File: config.mk
export PLATFORM = sky130hd
export DESIGN_NAME = twi_regs
export DESIGN_NICKNAME = d
export VERILOG_FILES = /design/src/rtl/twi_pkg.sv /design/src/rtl/twi_regs.sv
export VERILOG_INCLUDE_DIRS = /design/src /design/src/rtl
export SDC_FILE = /design/constraint.sdc
export NUM_CORES = 1
export LEC_CHECK = 0
export BUFFER_PORTS_ARGS = -buffer_cell sky130_fd_sc_hd__buf_2
export CORE_MARGIN = 2
export CORE_UTILIZATION = 35
export CTS_BUF_LIST = sky130_fd_sc_hd__clkbuf_4
export DETAILED_ROUTE_END_ITERATION = 8
export PLACE_DENSITY = 0.65
export SLEW_MARGIN = 20
export SYNTH_ARGS = -nofsm -noshare
export SYNTH_HDL_FRONTEND = slang
export SYNTH_SLANG_ARGS = --single-unit
File: constraint.sdc
create_clock -name aclk -period 2.7 [get_ports aclk]
set_clock_uncertainty 0.1 [all_clocks]
set_input_delay 0.27 -clock aclk [delete_from_list [all_inputs] [get_ports aclk]]
set_output_delay 0.27 -clock aclk [all_outputs]
set_load 0.01 [all_outputs]
File: src/rtl/twi_map.svh
`ifndef TWI_MAP_SVH
`define TWI_MAP_SVH
`define TWI_ADDR_W        14
`define TWI_NTIMER        4
`define TWI_CNT_W         10
`define TWI_OFS_WATCHDOG_RELOAD_STROBE 14'h0030
`define TWI_OFS_WDOG_LOAD 14'h0034
`define TWI_OFS_WDOG_THR  14'h0038
`define TWI_OFS_WDOG_CNT  14'h003C
`define TWI_OFS_WDOG_MASK 14'h0040
`define TWI_OFS_WDOG_STAT 14'h3FCC
`define TWI_OFS_WDOG_SCLR 14'h3FD0
`define TWI_OFS_WDOG_SSET 14'h3FD4
`define TWI_OFS_TEN_CLR   14'h3FD8
`define TWI_OFS_TEN_SET   14'h3FDC
`define TWI_OFS_TSTAT     14'h3FE0
`define TWI_OFS_TEN       14'h3FE4
`define TWI_OFS_TSCLR     14'h3FE8
`define TWI_OFS_TSSET     14'h3FEC
`define TWI_WDOG_BIT      0
`define TWI_CNT_ZERO      10'h000
`define TWI_CNT_ONE       10'h001
`define TWI_RESP_OKAY     2'h0
`define TWI_RESP_SLVERR   2'h2
`define TWI_STEP_NS       21500000
`define TWI_CLK_NS        8
`endif

File: src/rtl/twi_pkg.sv
package twi_pkg;
	typedef logic [9:0]  twi_count_t;
	typedef logic [3:0]  twi_tmask_t;
	typedef logic [1:0]  twi_resp_t;
	typedef logic [31:0] twi_word_t;
endpackage : twi_pkg

File: src/rtl/twi_regs.sv
// The implementer's own choice: the AXI4-Lite slave port.
`timescale 1ns/1ps
`include "twi_map.svh"
module twi_regs
	import twi_pkg::*;
#(
	parameter int unsigned TICK_CYCLES = `TWI_STEP_NS / `TWI_CLK_NS
)(
	input  wire logic                   aclk,
	input  wire logic                   aresetn,
	input  wire logic [`TWI_ADDR_W-1:0] s_axi_awaddr,
	input  wire logic                   s_axi_awvalid,
	output wire logic                   s_axi_awready,
	input  wire logic [31:0]            s_axi_wdata,
	input  wire logic [3:0]             s_axi_wstrb,
	input  wire logic                   s_axi_wvalid,
	output wire logic                   s_axi_wready,
	output wire logic [1:0]             s_axi_bresp,
	output wire logic                   s_axi_bvalid,
	input  wire logic                   s_axi_bready,
	input  wire logic [`TWI_ADDR_W-1:0] s_axi_araddr,
	input  wire logic                   s_axi_arvalid,
	output wire logic                   s_axi_arready,
	output wire logic [31:0]            s_axi_rdata,
	output wire logic [1:0]             s_axi_rresp,
	output wire logic                   s_axi_rvalid,
	input  wire logic                   s_axi_rready,
	input  wire logic [3:0]             timer_timeout,
	output wire logic [3:0]             timer_irq,
	output wire logic                   wdog_irq,
	output wire logic                   wdog_expire,
	output wire logic                   irq
);

	// Channel holding buffers and response registers; write address and data may come in any order.
	logic                   aw_full_q;
	logic [`TWI_ADDR_W-1:0] aw_addr_q;
	logic                   w_full_q;
	twi_word_t              w_data_q;
	logic [3:0]             w_strb_q;
	logic                   bvalid_q;
	twi_resp_t              bresp_q;
	logic                   rvalid_q;
	twi_word_t              rdata_q;
	twi_resp_t              rresp_q;

	// Register state.
	twi_count_t             load_q;
	twi_count_t             load_d;
	twi_count_t             thr_q;
	twi_count_t             thr_d;
	twi_count_t             cnt_q;
	twi_count_t             cnt_d;
	logic                   wst_q;
	logic                   wst_d;
	logic                   wmask_q;
	logic                   wmask_d;
	twi_tmask_t             tst_q;
	twi_tmask_t             tst_d;
	twi_tmask_t             ten_q;
	twi_tmask_t             ten_d;
	logic [31:0]            div_q;
	logic [31:0]            div_d;
	logic                   expire_q;

	// Write decode.
	wire                    wr_fire;
	wire [`TWI_ADDR_W-1:0]  wa;
	wire twi_word_t         bmask;
	wire twi_word_t         wd;
	wire twi_tmask_t        wd4;
	wire                    wd0;
	wire                    ws_kick;
	wire                    ws_load;
	wire                    ws_thr;
	wire                    ws_mask;
	wire                    ws_wstat;
	wire                    ws_wclr;
	wire                    ws_wset;
	wire                    ws_eclr;
	wire                    ws_eset;
	wire                    ws_tstat;
	wire                    ws_tclr;
	wire                    ws_tset;
	wire                    wr_hit;
	wire                    ro_hit;

	// Read decode.
	wire                    rd_fire;
	wire [`TWI_ADDR_W-1:0]  ra;
	wire                    rs_load;
	wire                    rs_thr;
	wire                    rs_cnt;
	wire                    rs_mask;
	wire                    rs_wstat;
	wire                    rs_tstat;
	wire                    rs_ten;
	wire                    rs_wo;
	wire                    rd_hit;
	wire twi_word_t         rd_word;

	// Watchdog and timer status.
	wire                    tick;
	wire                    kick;
	wire                    wd_run;
	wire twi_count_t        cnt_dec;
	wire                    thr_hit;
	wire                    cnt_end;
	wire                    wsw_set;
	wire                    wsw_clr;
	wire twi_tmask_t        tsw_set;
	wire twi_tmask_t        tsw_clr;

	assign s_axi_awready = !aw_full_q;
	assign s_axi_wready  = !w_full_q;
	assign s_axi_bvalid  = bvalid_q;
	assign s_axi_bresp   = bresp_q;
	assign s_axi_arready = !rvalid_q;
	assign s_axi_rvalid  = rvalid_q;
	assign s_axi_rdata   = rdata_q;
	assign s_axi_rresp   = rresp_q;

	// A write is performed only once both halves are held and the previous
	// response has gone, so at most one response is ever outstanding.
	assign wr_fire = aw_full_q && w_full_q && !bvalid_q;
	assign wa      = {aw_addr_q[`TWI_ADDR_W-1:2], 2'h0};
	assign bmask   = {{8{w_strb_q[3]}}, {8{w_strb_q[2]}},
	                  {8{w_strb_q[1]}}, {8{w_strb_q[0]}}};
	assign wd      = w_data_q & bmask;
	assign wd4     = wd[3:0];
	assign wd0     = wd[`TWI_WDOG_BIT];

	assign ws_kick  = wr_fire && (wa == `TWI_OFS_WATCHDOG_RELOAD_STROBE);
	assign ws_load  = wr_fire && (wa == `TWI_OFS_WDOG_LOAD);
	assign ws_thr   = wr_fire && (wa == `TWI_OFS_WDOG_THR);
	assign ws_mask  = wr_fire && (wa == `TWI_OFS_WDOG_MASK);
	assign ws_wstat = wr_fire && (wa == `TWI_OFS_WDOG_STAT);
	assign ws_wclr  = wr_fire && (wa == `TWI_OFS_WDOG_SCLR);
	assign ws_wset  = wr_fire && (wa == `TWI_OFS_WDOG_SSET);
	assign ws_eclr  = wr_fire && (wa == `TWI_OFS_TEN_CLR);
	assign ws_eset  = wr_fire && (wa == `TWI_OFS_TEN_SET);
	assign ws_tstat = wr_fire && (wa == `TWI_OFS_TSTAT);
	assign ws_tclr  = wr_fire && (wa == `TWI_OFS_TSCLR);
	assign ws_tset  = wr_fire && (wa == `TWI_OFS_TSSET);
	// The count and enable words are read-only; writes are quietly accepted.
	assign ro_hit   = (wa == `TWI_OFS_WDOG_CNT) || (wa == `TWI_OFS_TEN);
	assign wr_hit   = ws_kick || ws_load || ws_thr || ws_mask ||
	                  ws_wstat || ws_wclr || ws_wset || ws_eclr ||
	                  ws_eset || ws_tstat || ws_tclr || ws_tset ||
	                  (wr_fire && ro_hit);

	assign rd_fire  = s_axi_arvalid && !rvalid_q;
	assign ra       = {s_axi_araddr[`TWI_ADDR_W-1:2], 2'h0};
	assign rs_load  = (ra == `TWI_OFS_WDOG_LOAD);
	assign rs_thr   = (ra == `TWI_OFS_WDOG_THR);
	assign rs_cnt   = (ra == `TWI_OFS_WDOG_CNT);
	assign rs_mask  = (ra == `TWI_OFS_WDOG_MASK);
	assign rs_wstat = (ra == `TWI_OFS_WDOG_STAT);
	assign rs_tstat = (ra == `TWI_OFS_TSTAT);
	assign rs_ten   = (ra == `TWI_OFS_TEN);
	assign rs_wo    = (ra == `TWI_OFS_WATCHDOG_RELOAD_STROBE) ||
	                  (ra == `TWI_OFS_WDOG_SCLR) ||
	                  (ra == `TWI_OFS_WDOG_SSET) ||
	                  (ra == `TWI_OFS_TEN_CLR) ||
	                  (ra == `TWI_OFS_TEN_SET) ||
	                  (ra == `TWI_OFS_TSCLR) ||
	                  (ra == `TWI_OFS_TSSET);
	assign rd_hit   = rs_load || rs_thr || rs_cnt || rs_mask ||
	                  rs_wstat || rs_tstat || rs_ten || rs_wo;
	assign rd_word  = rs_load  ? {22'h0, load_q} :
	                  rs_thr   ? {22'h0, thr_q} :
	                  rs_cnt   ? {22'h0, cnt_q} :
	                  rs_mask  ? {31'h0, wmask_q} :
	                  rs_wstat ? {31'h0, wst_q} :
	                  rs_tstat ? {28'h0, tst_q} :
	                  rs_ten   ? {28'h0, ten_q} :
	                  32'h0;

	// Step divider; a kick restarts it so the first step after a reload
	// is always a full 21.5 ms.
	assign tick    = (div_q == TICK_CYCLES - 32'h1);
	assign div_d   = (tick || kick) ? 32'h0 : div_q + 32'h1;
	assign kick    = ws_kick && wd0;
	assign wd_run  = (load_q != `TWI_CNT_ZERO) &&
	                 (cnt_q != `TWI_CNT_ZERO);
	assign cnt_dec = cnt_q - `TWI_CNT_ONE;
	assign thr_hit = tick && wd_run && !kick &&
	                 (cnt_dec == thr_q);
	assign cnt_end = tick && wd_run && !kick &&
	                 (cnt_dec == `TWI_CNT_ZERO);
	assign cnt_d   = (load_q == `TWI_CNT_ZERO) ? `TWI_CNT_ZERO :
	                 kick ? load_q :
	                 (tick && wd_run) ? cnt_dec : cnt_q;

	assign load_d  = ws_load ? (load_q & ~bmask[9:0]) | wd[9:0] : load_q;
	assign thr_d   = ws_thr ? (thr_q & ~bmask[9:0]) | wd[9:0] : thr_q;
	assign wmask_d = ws_mask ? (wmask_q & ~bmask[0]) | wd0 : wmask_q;

	// Only the clear words clear; the status words stay read-only, so a
	// stray write there cannot lose an event. Hardware still wins a tie.
	assign wsw_set = ws_wset && wd0;
	assign wsw_clr = ws_wclr && wd0;
	assign wst_d   = thr_hit || wsw_set || (wst_q && !wsw_clr);

	assign tsw_set = ws_tset ? wd4 : 4'h0;
	assign tsw_clr = ws_tclr ? wd4 : 4'h0;

	genvar gi;
	generate
		for (gi = 0; gi < `TWI_NTIMER; gi++) begin : g_tmr
			assign tst_d[gi] = timer_timeout[gi] || tsw_set[gi] ||
			                   (tst_q[gi] && !tsw_clr[gi]);
			assign ten_d[gi] = (ws_eset && wd4[gi]) ||
			                   (ten_q[gi] &&
			                    !(ws_eclr && wd4[gi]));
			assign timer_irq[gi] = tst_q[gi] && ten_q[gi];
		end
	endgenerate

	assign wdog_irq    = wst_q && wmask_q;
	assign wdog_expire = expire_q;
	assign irq         = wdog_irq || (|timer_irq);

	always_ff @(posedge aclk) begin
		if (!aresetn) begin
			aw_full_q <= 1'b0;
			aw_addr_q <= '0;
			w_full_q  <= 1'b0;
			w_data_q  <= 32'h0;
			w_strb_q  <= 4'h0;
		end else begin
			if (s_axi_awvalid && !aw_full_q) begin
				aw_full_q <= 1'b1;
				aw_addr_q <= s_axi_awaddr;
			end else if (wr_fire) begin
				aw_full_q <= 1'b0;
			end
			if (s_axi_wvalid && !w_full_q) begin
				w_full_q <= 1'b1;
				w_data_q <= s_axi_wdata;
				w_strb_q <= s_axi_wstrb;
			end else if (wr_fire) begin
				w_full_q <= 1'b0;
			end
		end
	end

	always_ff @(posedge aclk) begin
		if (!aresetn) begin
			bvalid_q <= 1'b0;
			bresp_q  <= `TWI_RESP_OKAY;
		end else if (wr_fire) begin
			bvalid_q <= 1'b1;
			bresp_q  <= wr_hit ? `TWI_RESP_OKAY : `TWI_RESP_SLVERR;
		end else if (s_axi_bready) begin
			bvalid_q <= 1'b0;
		end
	end

	always_ff @(posedge aclk) begin
		if (!aresetn) begin
			rvalid_q <= 1'b0;
			rdata_q  <= 32'h0;
			rresp_q  <= `TWI_RESP_OKAY;
		end else if (rd_fire) begin
			rvalid_q <= 1'b1;
			rdata_q  <= rd_word;
			rresp_q  <= rd_hit ? `TWI_RESP_OKAY : `TWI_RESP_SLVERR;
		end else if (s_axi_rready) begin
			rvalid_q <= 1'b0;
		end
	end

	always_ff @(posedge aclk) begin
		if (!aresetn) begin
			load_q   <= `TWI_CNT_ZERO;
			thr_q    <= `TWI_CNT_ZERO;
			cnt_q    <= `TWI_CNT_ZERO;
			wst_q    <= 1'b0;
			wmask_q  <= 1'b0;
			tst_q    <= 4'h0;
			ten_q    <= 4'h0;
			div_q    <= 32'h0;
			expire_q <= 1'b0;
		end else begin
			load_q   <= load_d;
			thr_q    <= thr_d;
			cnt_q    <= cnt_d;
			wst_q    <= wst_d;
			wmask_q  <= wmask_d;
			tst_q    <= tst_d;
			ten_q    <= ten_d;
			div_q    <= div_d;
			expire_q <= cnt_end;
		end
	end

	property p_thr_sets;
		@(posedge aclk) disable iff (!aresetn)
		(tick && wd_run && !kick && cnt_dec == thr_q) |=> wst_q;
	endproperty
	a_thr_sets: assert property (p_thr_sets)
		else $error("threshold reached but watchdog status not set");

	property p_cnt_read;
		@(posedge aclk) disable iff (!aresetn)
		(rd_fire && rs_cnt) |=>
			(rdata_q == {22'h0, $past(cnt_q)}) && rvalid_q;
	endproperty
	a_cnt_read: assert property (p_cnt_read)
		else $error("count readback wrong");

	property p_wst_read;
		@(posedge aclk) disable iff (!aresetn)
		(rd_fire && rs_wstat) |=> (rdata_q == {31'h0, $past(wst_q)});
	endproperty
	a_wst_read: assert property (p_wst_read)
		else $error("watchdog status readback wrong");

	property p_wst_clear;
		@(posedge aclk) disable iff (!aresetn)
		(ws_wclr && wd0 && !thr_hit && !wsw_set) |=> !wst_q;
	endproperty
	a_wst_clear: assert property (p_wst_clear)
		else $error("watchdog status not cleared");

	property p_wst_force;
		@(posedge aclk) disable iff (!aresetn)
		(ws_wset && wd0) |=> wst_q ##1 (wst_q || $past(wsw_clr));
	endproperty
	a_wst_force: assert property (p_wst_force)
		else $error("watchdog status not forced");

	property p_en_clear;
		@(posedge aclk) disable iff (!aresetn)
		ws_eclr |=> ten_q == ($past(ten_q) & ~$past(wd4));
	endproperty
	a_en_clear: assert property (p_en_clear)
		else $error("enable clear wrong");

	property p_en_set;
		@(posedge aclk) disable iff (!aresetn)
		ws_eset |=> ten_q == ($past(ten_q) | $past(wd4));
	endproperty
	a_en_set: assert property (p_en_set)
		else $error("enable set wrong");

	property p_en_stable;
		@(posedge aclk) disable iff (!aresetn)
		!(ws_eclr || ws_eset) |=> $stable(ten_q);
	endproperty
	a_en_stable: assert property (p_en_stable)
		else $error("enable changed without set or clear");

	property p_event_wins;
		@(posedge aclk) disable iff (!aresetn)
		(timer_timeout != 4'h0) |=>
			((tst_q & $past(timer_timeout)) == $past(timer_timeout));
	endproperty
	a_event_wins: assert property (p_event_wins)
		else $error("timeout event lost");

	property p_tst_clear;
		@(posedge aclk) disable iff (!aresetn)
		(ws_tclr && timer_timeout == 4'h0) |=> ((tst_q & $past(wd4)) == 4'h0);
	endproperty
	a_tst_clear: assert property (p_tst_clear)
		else $error("timer status not cleared");

	property p_tst_set;
		@(posedge aclk) disable iff (!aresetn)
		ws_tset |=> ((tst_q & $past(wd4)) == $past(wd4));
	endproperty
	a_tst_set: assert property (p_tst_set)
		else $error("timer status not set");

	property p_kick_load;
		@(posedge aclk) disable iff (!aresetn)
		kick |=> (cnt_q == $past(load_q));
	endproperty
	a_kick_load: assert property (p_kick_load)
		else $error("kick did not reload count");

	property p_disabled;
		@(posedge aclk) disable iff (!aresetn)
		(load_q == `TWI_CNT_ZERO) [*2] |-> (cnt_q == `TWI_CNT_ZERO) && !thr_hit;
	endproperty
	a_disabled: assert property (p_disabled)
		else $error("watchdog runs while disabled");

	property p_timer_irq;
		@(posedge aclk) disable iff (!aresetn)
		(timer_timeout[0] && ten_q[0] && !(ws_eclr && wd4[0])) |=>
			timer_irq[0] && irq;
	endproperty
	a_timer_irq: assert property (p_timer_irq)
		else $error("timer request not raised");

endmodule : twi_regs

==> results of run 1 <==
-- kinds of logic (layout without fill, tap and decap cells) --
group / after synthesis / in the layout / synth area share, %
and+or+nand+nor: 309 / 309 / 27.2
DFF: 113 / 113 / 38.4
AOI/OAI and AO/OA: 112 / 112 / 13.3
buffers and inverters: 73 / 154 / 6.70
xor gates and xnor gates: 49 / 49 / 7.28
muxes: 36 / 36 / 6.28
adders and majority gates: 4 / 4 / 0.849
other: 1 / 25 / 0.0636
-- through the flow --
stage	total power [uW]	utilization (%)
final	3070	41.8
after global routing	3220	41.8
after CTS	3100	41.8
after detailed placement	2020	38.5
after global placement	2020	38.5
after floorplan	1950	-
-- what timing repair did --
| action | in CTS | in global routing |
|---|---|---|
| hold endpoints to repair | 32 | 0 |
| hold buffers | 33 | 0 |
| resized for setup | 0 | 1 |
| buffers inserted | 0 | 0 |
| endpoints found under the setup margin | 0 | 1 |
-- cell type report --
class,count,area share [%]
Antenna cell,1,0.0362
Clock buffer,19,2.07
Clock inverter,10,1.05
Inverter,10,0.543
Multi-Input combinational cell,534,48.2
Sequential cell,113,32.8
Tap cell,220,3.99
Timing Repair Buffer,115,11.3
-- cells in the final DEF, fill, tap and decap left out, drive strengths merged, types with 2 or more instances in the layout --
cell type      n
a21boi        36
nor2b         31
and3b          2
o221ai         2
mux2i         28
nand2         88
nand4         18
a31oi          5
and4           7
inv           10
or3            6
xor2          28
a211oi         9
nor3          14
nor4bb         2
o211a          3
a22oi          9
o211ai         4
o21ai         18
clkbuf        19
and2           8
o32ai          2
nor2          65
nor3b          6
nand3         24
buf           82
mux2           8
clkinv         8
ha             4
dlygate4sd3   33
and3          12
or4            4
o21a           2
nand2b         5
conb          24
dfxtp        113
xnor2         21
a21oi         15
nor4          12
-- worst reg2reg max path: stages, from the launching register on --
cell and delay, ps:
dfxtp_1 400, ha_1 260, nor4bb_1 350, nand4_1 190, and4bb_4 510, and4_1 220, nand4_1 130, a21boi_0 210
-- cell usage after synthesis, types with 3 or more instances --
cell type  instances  area, um2
mux2i_1           28        280
o211a_1            3       30.0
a21boi_0          36        270
a22oi_1            9       67.6
nand2_1           88        330
and3_1            10       62.6
nand3_1           24        120
nor3_1            14       70.1
nor4_1             9       56.3
nor2_1            65        244
o21ai_0           18       90.1
and4_1             7       61.3
nand2b_1           5       31.3
a31oi_1            5       31.3
nor3b_1            6       45.0
mux2_2             8       90.1
clkbuf_1          25       93.8
buf_4             25        188
nand4_1           18        113
xnor2_1           21        184
buf_2             10       50.1
nor2b_1           31        194
or3_1              6       37.5
a21oi_1           15       75.1
ha_1               4       50.1
a211oi_1           9       67.6
o211ai_1           3       22.5
and2_1             8       50.1
xor2_1            28        245
inv_1             10       37.5
dfxtp_1          113       2260
-- metal layers --
layer	vias up	share of wire, %
li1	2575	-
met2	133	47
met4	0	1.6
met5	-	0
met1	2340	47
met3	16	4.4
-- worst max path at each step --
stage,startpoint,to,slack (ps),cells after the start
4_1_cts,div_q[0],wst_q,200,7
2_1_floorplan,div_q[0],cnt_q[8],610,8
3_5_place_dp,div_q[0],wst_q,240,7
5_1_grt,div_q[0],wst_q,40,7
6_report,div_q[0],wst_q,270,7
3_3_place_gp,div_q[0],cnt_q[8],340,7
-- power breakdown --
group	internal, uW	switching [uW]
Sequential	1700	39.4
Combinational	128	151
Clock	442	601
Total	2270	791
==> impl_metrics.json, run 1 <==
{
  "status": "finished, final reports clean",
  "grt.total_usage_pct": 16.0,
  "htreeDepth": 4,
  "layout.cells.non_filler": 1022,
  "ant_nets": 0,
  "ys_seq_area_share_pct": 38.4,
  "hold_slack_ps": 80.3,
  "cts_tree": "done",
  "viasPerCell": 4.95,
  "dp_hpwl_um": 9880,
  "seq_area_um2": 2260,
  "wl_per_cell_um": 13.9,
  "p_per_area_nw_per_um2": 444,
  "clk_latency_ps": 520,
  "initial_core_util_pct": 35.7,
  "fin_setup_tns_ps": 0,
  "synth_warnings": 0,
  "first_pass_iters": 5,
  "cp_common_cell": "nand4_1",
  "crit_chain": "ha_1, nor4bb_1, nand4_1, and4bb_4, and4_1, nand4_1, a21boi_0",
  "io_buffers": 70,
  "r2r_start": "div_q[0]",
  "die_h_um": 134,
  "busiest_layer": "met2",
  "use_met3_pct": 3.74,
  "cts_inserted_buffers": 17,
  "tightest_slew_ps": 738,
  "ir_drop_mv": 0.248,
  "cts_root_buf": "clkbuf_4",
  "dieArea_um2": 17900,
  "drt_iter0_markers": 249,
  "rr_endpoint": "wst_q",
  "yosysUniqueCellTypes": 57,
  "synth_edf_count": 0,
  "vias": 5064,
  "drive_gt1_share_pct": 15.9,
  "ff2ff_path_depth": 7,
  "crit_type": "flip-flop to flip-flop",
  "worst_path_max_delay_cell": "and4bb_4",
  "arrival_ps": 2780,
  "hp-start": "s_axi_araddr[4]",
  "whs_endpoint": "s_axi_rresp[1]",
  "critPathTopFamily": "simple AND/OR/NAND/NOR gates",
  "grt_antenna_before_repair": 1,
  "die_x_um": 134,
  "setup_viol": 0,
  "async_flop_share_pct": 0,
  "syn_area_per_cell_um2": 8.46,
  "critPathCaptureType": "flip-flop",
  "worst_slack_ps": 267,
  "rows": 47,
  "grt_pass1_wl_um": 23100,
  "post-route-min-period_ps": 2430,
  "synth_seq_cells": 113,
  "slew_headroom_pct": 50.7,
  "r2r_setup_slack_ps": 270,
  "multi_input_area_um2": 3330,
  "cp.required_ps": 3050,
  "clkTransAtPathRegs_ps": 100,
  "io_pins": 123,
  "syn_to_final_growth_pct": 17.1,
  "grt_pass1_vias": 4719,
  "place_inst": 959,
  "met1_usage_pct": 20.6,
  "holdPathStages": 4,
  "use_met2_pct": 26.3,
  "leakage_uw": 0.00261,
  "period_share_pct": 90.1,
  "dpl_cell_area_um2": 6350,
  "crit_path_start_kind": "flip-flop",
  "rsz0062_at_grt": "false",
  "hold_viol": 0,
  "grt_max_degree": 33,
  "syn-instance-count": 697,
  "final_area_um2": 6910,
  "fmax_ghz": 0.411,
  "fill_cells": 1654,
  "core_um2": 16500,
  "synth_area_um2": 5900,
  "clkSinkCount": 113,
  "maxCapViolCount": 0,
  "drc_errors": 0,
  "final_nets": 870,
  "routed_wl_um": 14200,
  "cts_buffer_depth": 2,
  "holdCritPathClass": "input pin to flip-flop",
  "cp_slowest_stage_delay_ps": 510,
  "place_ws_ps": 240,
  "path_buf_inv": 0,
  "slew_viol_final": 0,
  "gp_congestion": 0.831,
  "gr-total-overflow": 0,
  "synth_flop_cell": "dfxtp_1",
  "worst-path-max-fanout": 12
}
No activity file was read; power rests on OpenSTA's default activity.
==> run 2, diff against run 1 <==
Settings changed: SETUP_SLACK_MARGIN set to 0.5, TNS_END_PERCENT set to 30.
==> impl_metrics.json, run 2 (synthesized netlist as in run 1, its figures left out) <==
{
  "drt_iter0_markers": 215,
  "clk_latency_ps": 520,
  "fin_setup_tns_ps": 0,
  "critPathTopFamily": "simple AND/OR/NAND/NOR gates",
  "tightest_slew_ps": 738,
  "grt_max_degree": 33,
  "layout_common_cells": "106 x dfxtp_1, 88 x nand2_1, 70 x buf_2, 64 x nor2_1, 36 x a21boi_0",
  "holdCritPathClass": "input pin to flip-flop",
  "multi_input_area_um2": 3440,
  "path_buf_inv": 1,
  "vias": 5124,
  "slew_headroom_pct": 50.7,
  "period_share_pct": 79.7,
  "worst-path-max-fanout": 3,
  "met1_usage_pct": 20.6,
  "rsz0062_at_grt": "true",
  "grt.total_usage_pct": 16.2,
  "arrival_ps": 1780,
  "drc_errors": 0,
  "crit_path_start": "tst_q[0]",
  "crit_type": "flip-flop to output pin",
  "core_um2": 16500,
  "setup_viol": 0,
  "dp_hpwl_um": 9880,
  "cts_tree": "done",
  "fmax_ghz": 0.465,
  "clkTransAtPathRegs_ps": 100,
  "hp-start": "s_axi_araddr[4]",
  "first_pass_iters": 5,
  "cts_inserted_buffers": 17,
  "fill_cells": 1630,
  "crit_chain": "and2_4, or2_4, or4_1, buf_2",
  "place_inst": 959,
  "r2r_start": "cnt_q[2]",
  "gp_congestion": 0.831,
  "io_buffers": 70,
  "use_met2_pct": 26.7,
  "cts_root_buf": "clkbuf_4",
  "p_per_area_nw_per_um2": 432,
  "worst_path_max_delay_cell": "or4_1",
  "ant_nets": 0,
  "die_h_um": 134,
  "cp.required_ps": 2330,
  "io_pins": 123,
  "busiest_layer": "met2",
  "grt_pass1_wl_um": 23300,
  "wl_per_cell_um": 13.9,
  "syn_to_final_growth_pct": 20.5,
  "hold_viol": 0,
  "post-route-min-period_ps": 2150,
  "status": "finished, final reports clean",
  "critPathCaptureType": "output pin",
  "gr-total-overflow": 0,
  "initial_core_util_pct": 35.7,
  "leakage_uw": 0.00269,
  "maxCapViolCount": 0,
  "drive_gt1_share_pct": 19.4,
  "clkSinkCount": 113,
  "layout.cells.non_filler": 1031,
  "hold_slack_ps": 83.1,
  "cp_slowest_stage_delay_ps": 390,
  "r2r_setup_slack_ps": 560,
  "rows": 47,
  "final_common_cell": "dfxtp_1",
  "crit_path_start_kind": "flip-flop",
  "use_met3_pct": 3.78,
  "routed_wl_um": 14300,
  "viasPerCell": 4.97,
  "htreeDepth": 4,
  "grt_pass1_vias": 4769,
  "cts_buffer_depth": 2,
  "dieArea_um2": 17900,
  "slew_viol_final": 0,
  "final_nets": 879,
  "die_x_um": 134,
  "ir_drop_mv": 0.247,
  "grt_antenna_before_repair": 1,
  "seq_area_um2": 2280
}
## run 2: per-stage QoR
step           area [um2]  util, %  setup WS, ps  power, uW
2_1_floorplan        5980        -           608       1950
3_3_place_gp         6350     38.5           340       2020
3_5_place_dp         6350     38.5           240       2020
4_1_cts              7010     42.4           447       3110
5_1_grt              7110     43.0           451       3220
6_report             7110     43.0           548       3070
## run 2: report_power, final
part	switching, uW	total, uW	internal [uW]
Clock	598	1040	442
Sequential	40.3	1750	1710
Combinational	152	283	132
Total	790	3070	2280
## run 2: metal layers
metal / vias up / share of wire (%) / wire length [um]
li1: 2603 / - / -
met2: 123 / 48 / 6830
met5: - / 0 / 0
met4: 0 / 1.5 / 213
met3: 16 / 4.5 / 645
met1: 2382 / 46 / 6660
## run 2: tightest hold or removal path: stages
cell and delay, ps:
buf_2 110, o211ai_1 100, nand4_1 100, a21boi_0 70
## run 2: final cells by class
type / count / area share (%)
sequential: 113 / 32.0
tap: 220 / 3.87
antenna: 1 / 0.0352
inverter: 10 / 0.528
multi-input combinational: 534 / 48.4
clock buffer: 19 / 2.01
clock inverter: 10 / 1.02
timing repair buffer: 124 / 12.1
## run 2: timing repair
item | 4_1_cts | 5_1_grt
buffers inserted | 6 | 3
hold endpoints to repair | 32 | 0
pin swaps | 3 | 6
hold buffers | 33 | 0
setup endpoints to repair | 46 | 50
resized for setup | 12 | 18
## run 2: path summary, 6_finish.rpt
path | end | cells past startpoint
max | irq | 4
min | s_axi_rresp[1] | 4
max reg2reg | wst_q | 6
min reg2reg | div_q[0] | 1
==> run 3, diff against run 2 <==
Clock period 2.7 ns to 2.1 ns, I/O delays scaled along.
==> impl_metrics.json, run 3 (synthesized netlist as in run 1, its figures left out) <==
{
  "status": "finished, violations left",
  "grt.total_usage_pct": 18.2,
  "fill_cells": 1520,
  "ff2ff_path_depth": 7,
  "post-route-min-period_ps": 2120,
  "maxCapViolCount": 0,
  "leakage_uw": 0.00307,
  "slew_headroom_pct": 66.2,
  "routed_wl_um": 15900,
  "cp.required_ps": 2440,
  "critPathCaptureType": "flip-flop",
  "holdCritPathClass": "input pin to flip-flop",
  "io_buffers": 70,
  "cts_buffer_depth": 2,
  "layout_common_cells": "105 x dfxtp_1, 81 x nand2_1, 69 x buf_2, 61 x buf_4, 35 x dlygate4sd3_1",
  "wl_per_cell_um": 14.6,
  "first_pass_iters": 5,
  "clkSinkCount": 113,
  "layout.cells.non_filler": 1090,
  "cts_tree": "done",
  "cts_root_buf": "clkbuf_4",
  "ant_nets": 0,
  "final_nets": 935,
  "ir_drop_mv": 0.393,
  "drc_errors": 0,
  "io_pins": 123,
  "multi_input_area_um2": 3840,
  "cp_slowest_stage_delay_ps": 510,
  "setup_viol": 1,
  "fin_setup_tns_ps": -23.3,
  "period_share_pct": 101,
  "violations": "negative setup slack",
  "worst_path_max_delay_cell": "and4bb_4",
  "viasPerCell": 5.01,
  "drt_iter0_markers": 282,
  "hold_viol": 0,
  "crit_chain": "ha_4, nor4bb_4, nand4_1, and4bb_4, mux2i_2, nand2_1, a21oi_2",
  "crit_path_start_kind": "flip-flop",
  "arrival_ps": 2460,
  "rows": 47,
  "gp_congestion": 0.871,
  "drive_gt1_share_pct": 32.7,
  "grt_pass1_wl_um": 26300,
  "fmax_ghz": 0.471,
  "core_um2": 16500,
  "tightest_slew_ps": 507,
  "initial_core_util_pct": 35.7,
  "worst_slack_ps": -23.3,
  "dp_hpwl_um": 10300,
  "slew_viol_final": 0,
  "hold_slack_ps": 56.6,
  "grt_max_degree": 28,
  "final_common_cell": "dfxtp_1",
  "holdPathStages": 2,
  "grt_antenna_before_repair": 1,
  "die_x_um": 134,
  "gr-total-overflow": 0,
  "worst-path-max-fanout": 6,
  "grt_pass1_vias": 5394,
  "rsz0062_at_grt": "true",
  "place_inst": 1004,
  "crit_type": "flip-flop to flip-flop",
  "p_per_area_nw_per_um2": 526,
  "die_h_um": 134,
  "vias": 5463,
  "htreeDepth": 4,
  "dieArea_um2": 17900,
  "clkTransAtPathRegs_ps": 110,
  "syn_to_final_growth_pct": 37.1,
  "seq_area_um2": 2270,
  "clk_latency_ps": 520,
  "cts_inserted_buffers": 17
}
==> run 3: changes by cell type in the layout (fill, tap and decap cells not counted), moves of 6 or more <==
cell	delta
o21ai_1	+6
buf_4	+42
nor2_4	+25
nand2_2	+7
a21boi_1	+6
buf_6	+7
a21boi_0	-6
o21ai_0	-6
nand2_1	-7
nor2_1	-30
==> run 3: report_power, final <==
part | switching [uW] | internal (uW) | leakage, uW | total [uW]
clock network | 839 | 727 | 0.000140 | 1570
registers | 44.1 | 2190 | 0.000920 | 2240
logic | 238 | 209 | 0.00201 | 447
==> run 3: what timing repair did <==
item                       4_1_cts  5_1_grt
setup buffers                    6        8
hold buffers                    35        0
setup endpoints to repair       75       80
gates cloned                     4        0
pin swaps                       43       51
hold endpoints to repair        34        0
gates resized for setup         81       61
==> run 3: final timing paths <==
check	from	to	slack [ps]
min reg2reg	s_axi_rresp[1]	s_axi_rresp[1]	370
min	aresetn	w_data_q[7]	60
max reg2reg	div_q[0]	cnt_q[1]	-20
max	div_q[0]	cnt_q[1]	-20
==> run 3: routing by layer <==
| metal | wire length (um) | part of all wire (%) | GRT usage [%] | vias up |
|---|---|---|---|---|
| met3 | 707 | 4.5 | 3.85 | 40 |
| met4 | 390 | 2.5 | 8.57 | 0 |
| met1 | 6970 | 44 | 22.8 | 2564 |
| li1 | - | - | - | 2717 |
| met2 | 7800 | 49 | 29.9 | 142 |
| met5 | 0 | 0 | 0 | - |
==> run 3: area by class of cell <==
type / count / area share (%)
Sequential cell: 113 / 28.1
Clock buffer: 20 / 1.86
Inverter: 10 / 0.464
Tap cell: 220 / 3.40
Antenna cell: 1 / 0.0309
Timing Repair Buffer: 179 / 17.2
Clock inverter: 12 / 1.45
Multi-Input combinational cell: 535 / 47.5
==> run 3: per-stage QoR <==
step / area (um2) / power (uW) / util, % / setup WS, ps
2_1_floorplan: 6040 / 2520 / - / 215
3_3_place_gp: 6780 / 2610 / 41.0 / -2.66
3_5_place_dp: 6780 / 2620 / 41.0 / -36.8
4_1_cts: 7800 / 4280 / 47.2 / -43.4
5_1_grt: 8090 / 4450 / 48.9 / -90.3
6_report: 8090 / 4250 / 48.9 / -23.3
==> run 3: critical path: cells and delay by family, from the launching register on <==
family                     cells  cell delay [ps]
and+or+nand+nor                4             1060
DFF                            1              360
muxes                          1              240
adders and majority gates      1              150
AOI/OAI and AO/OA              1              140
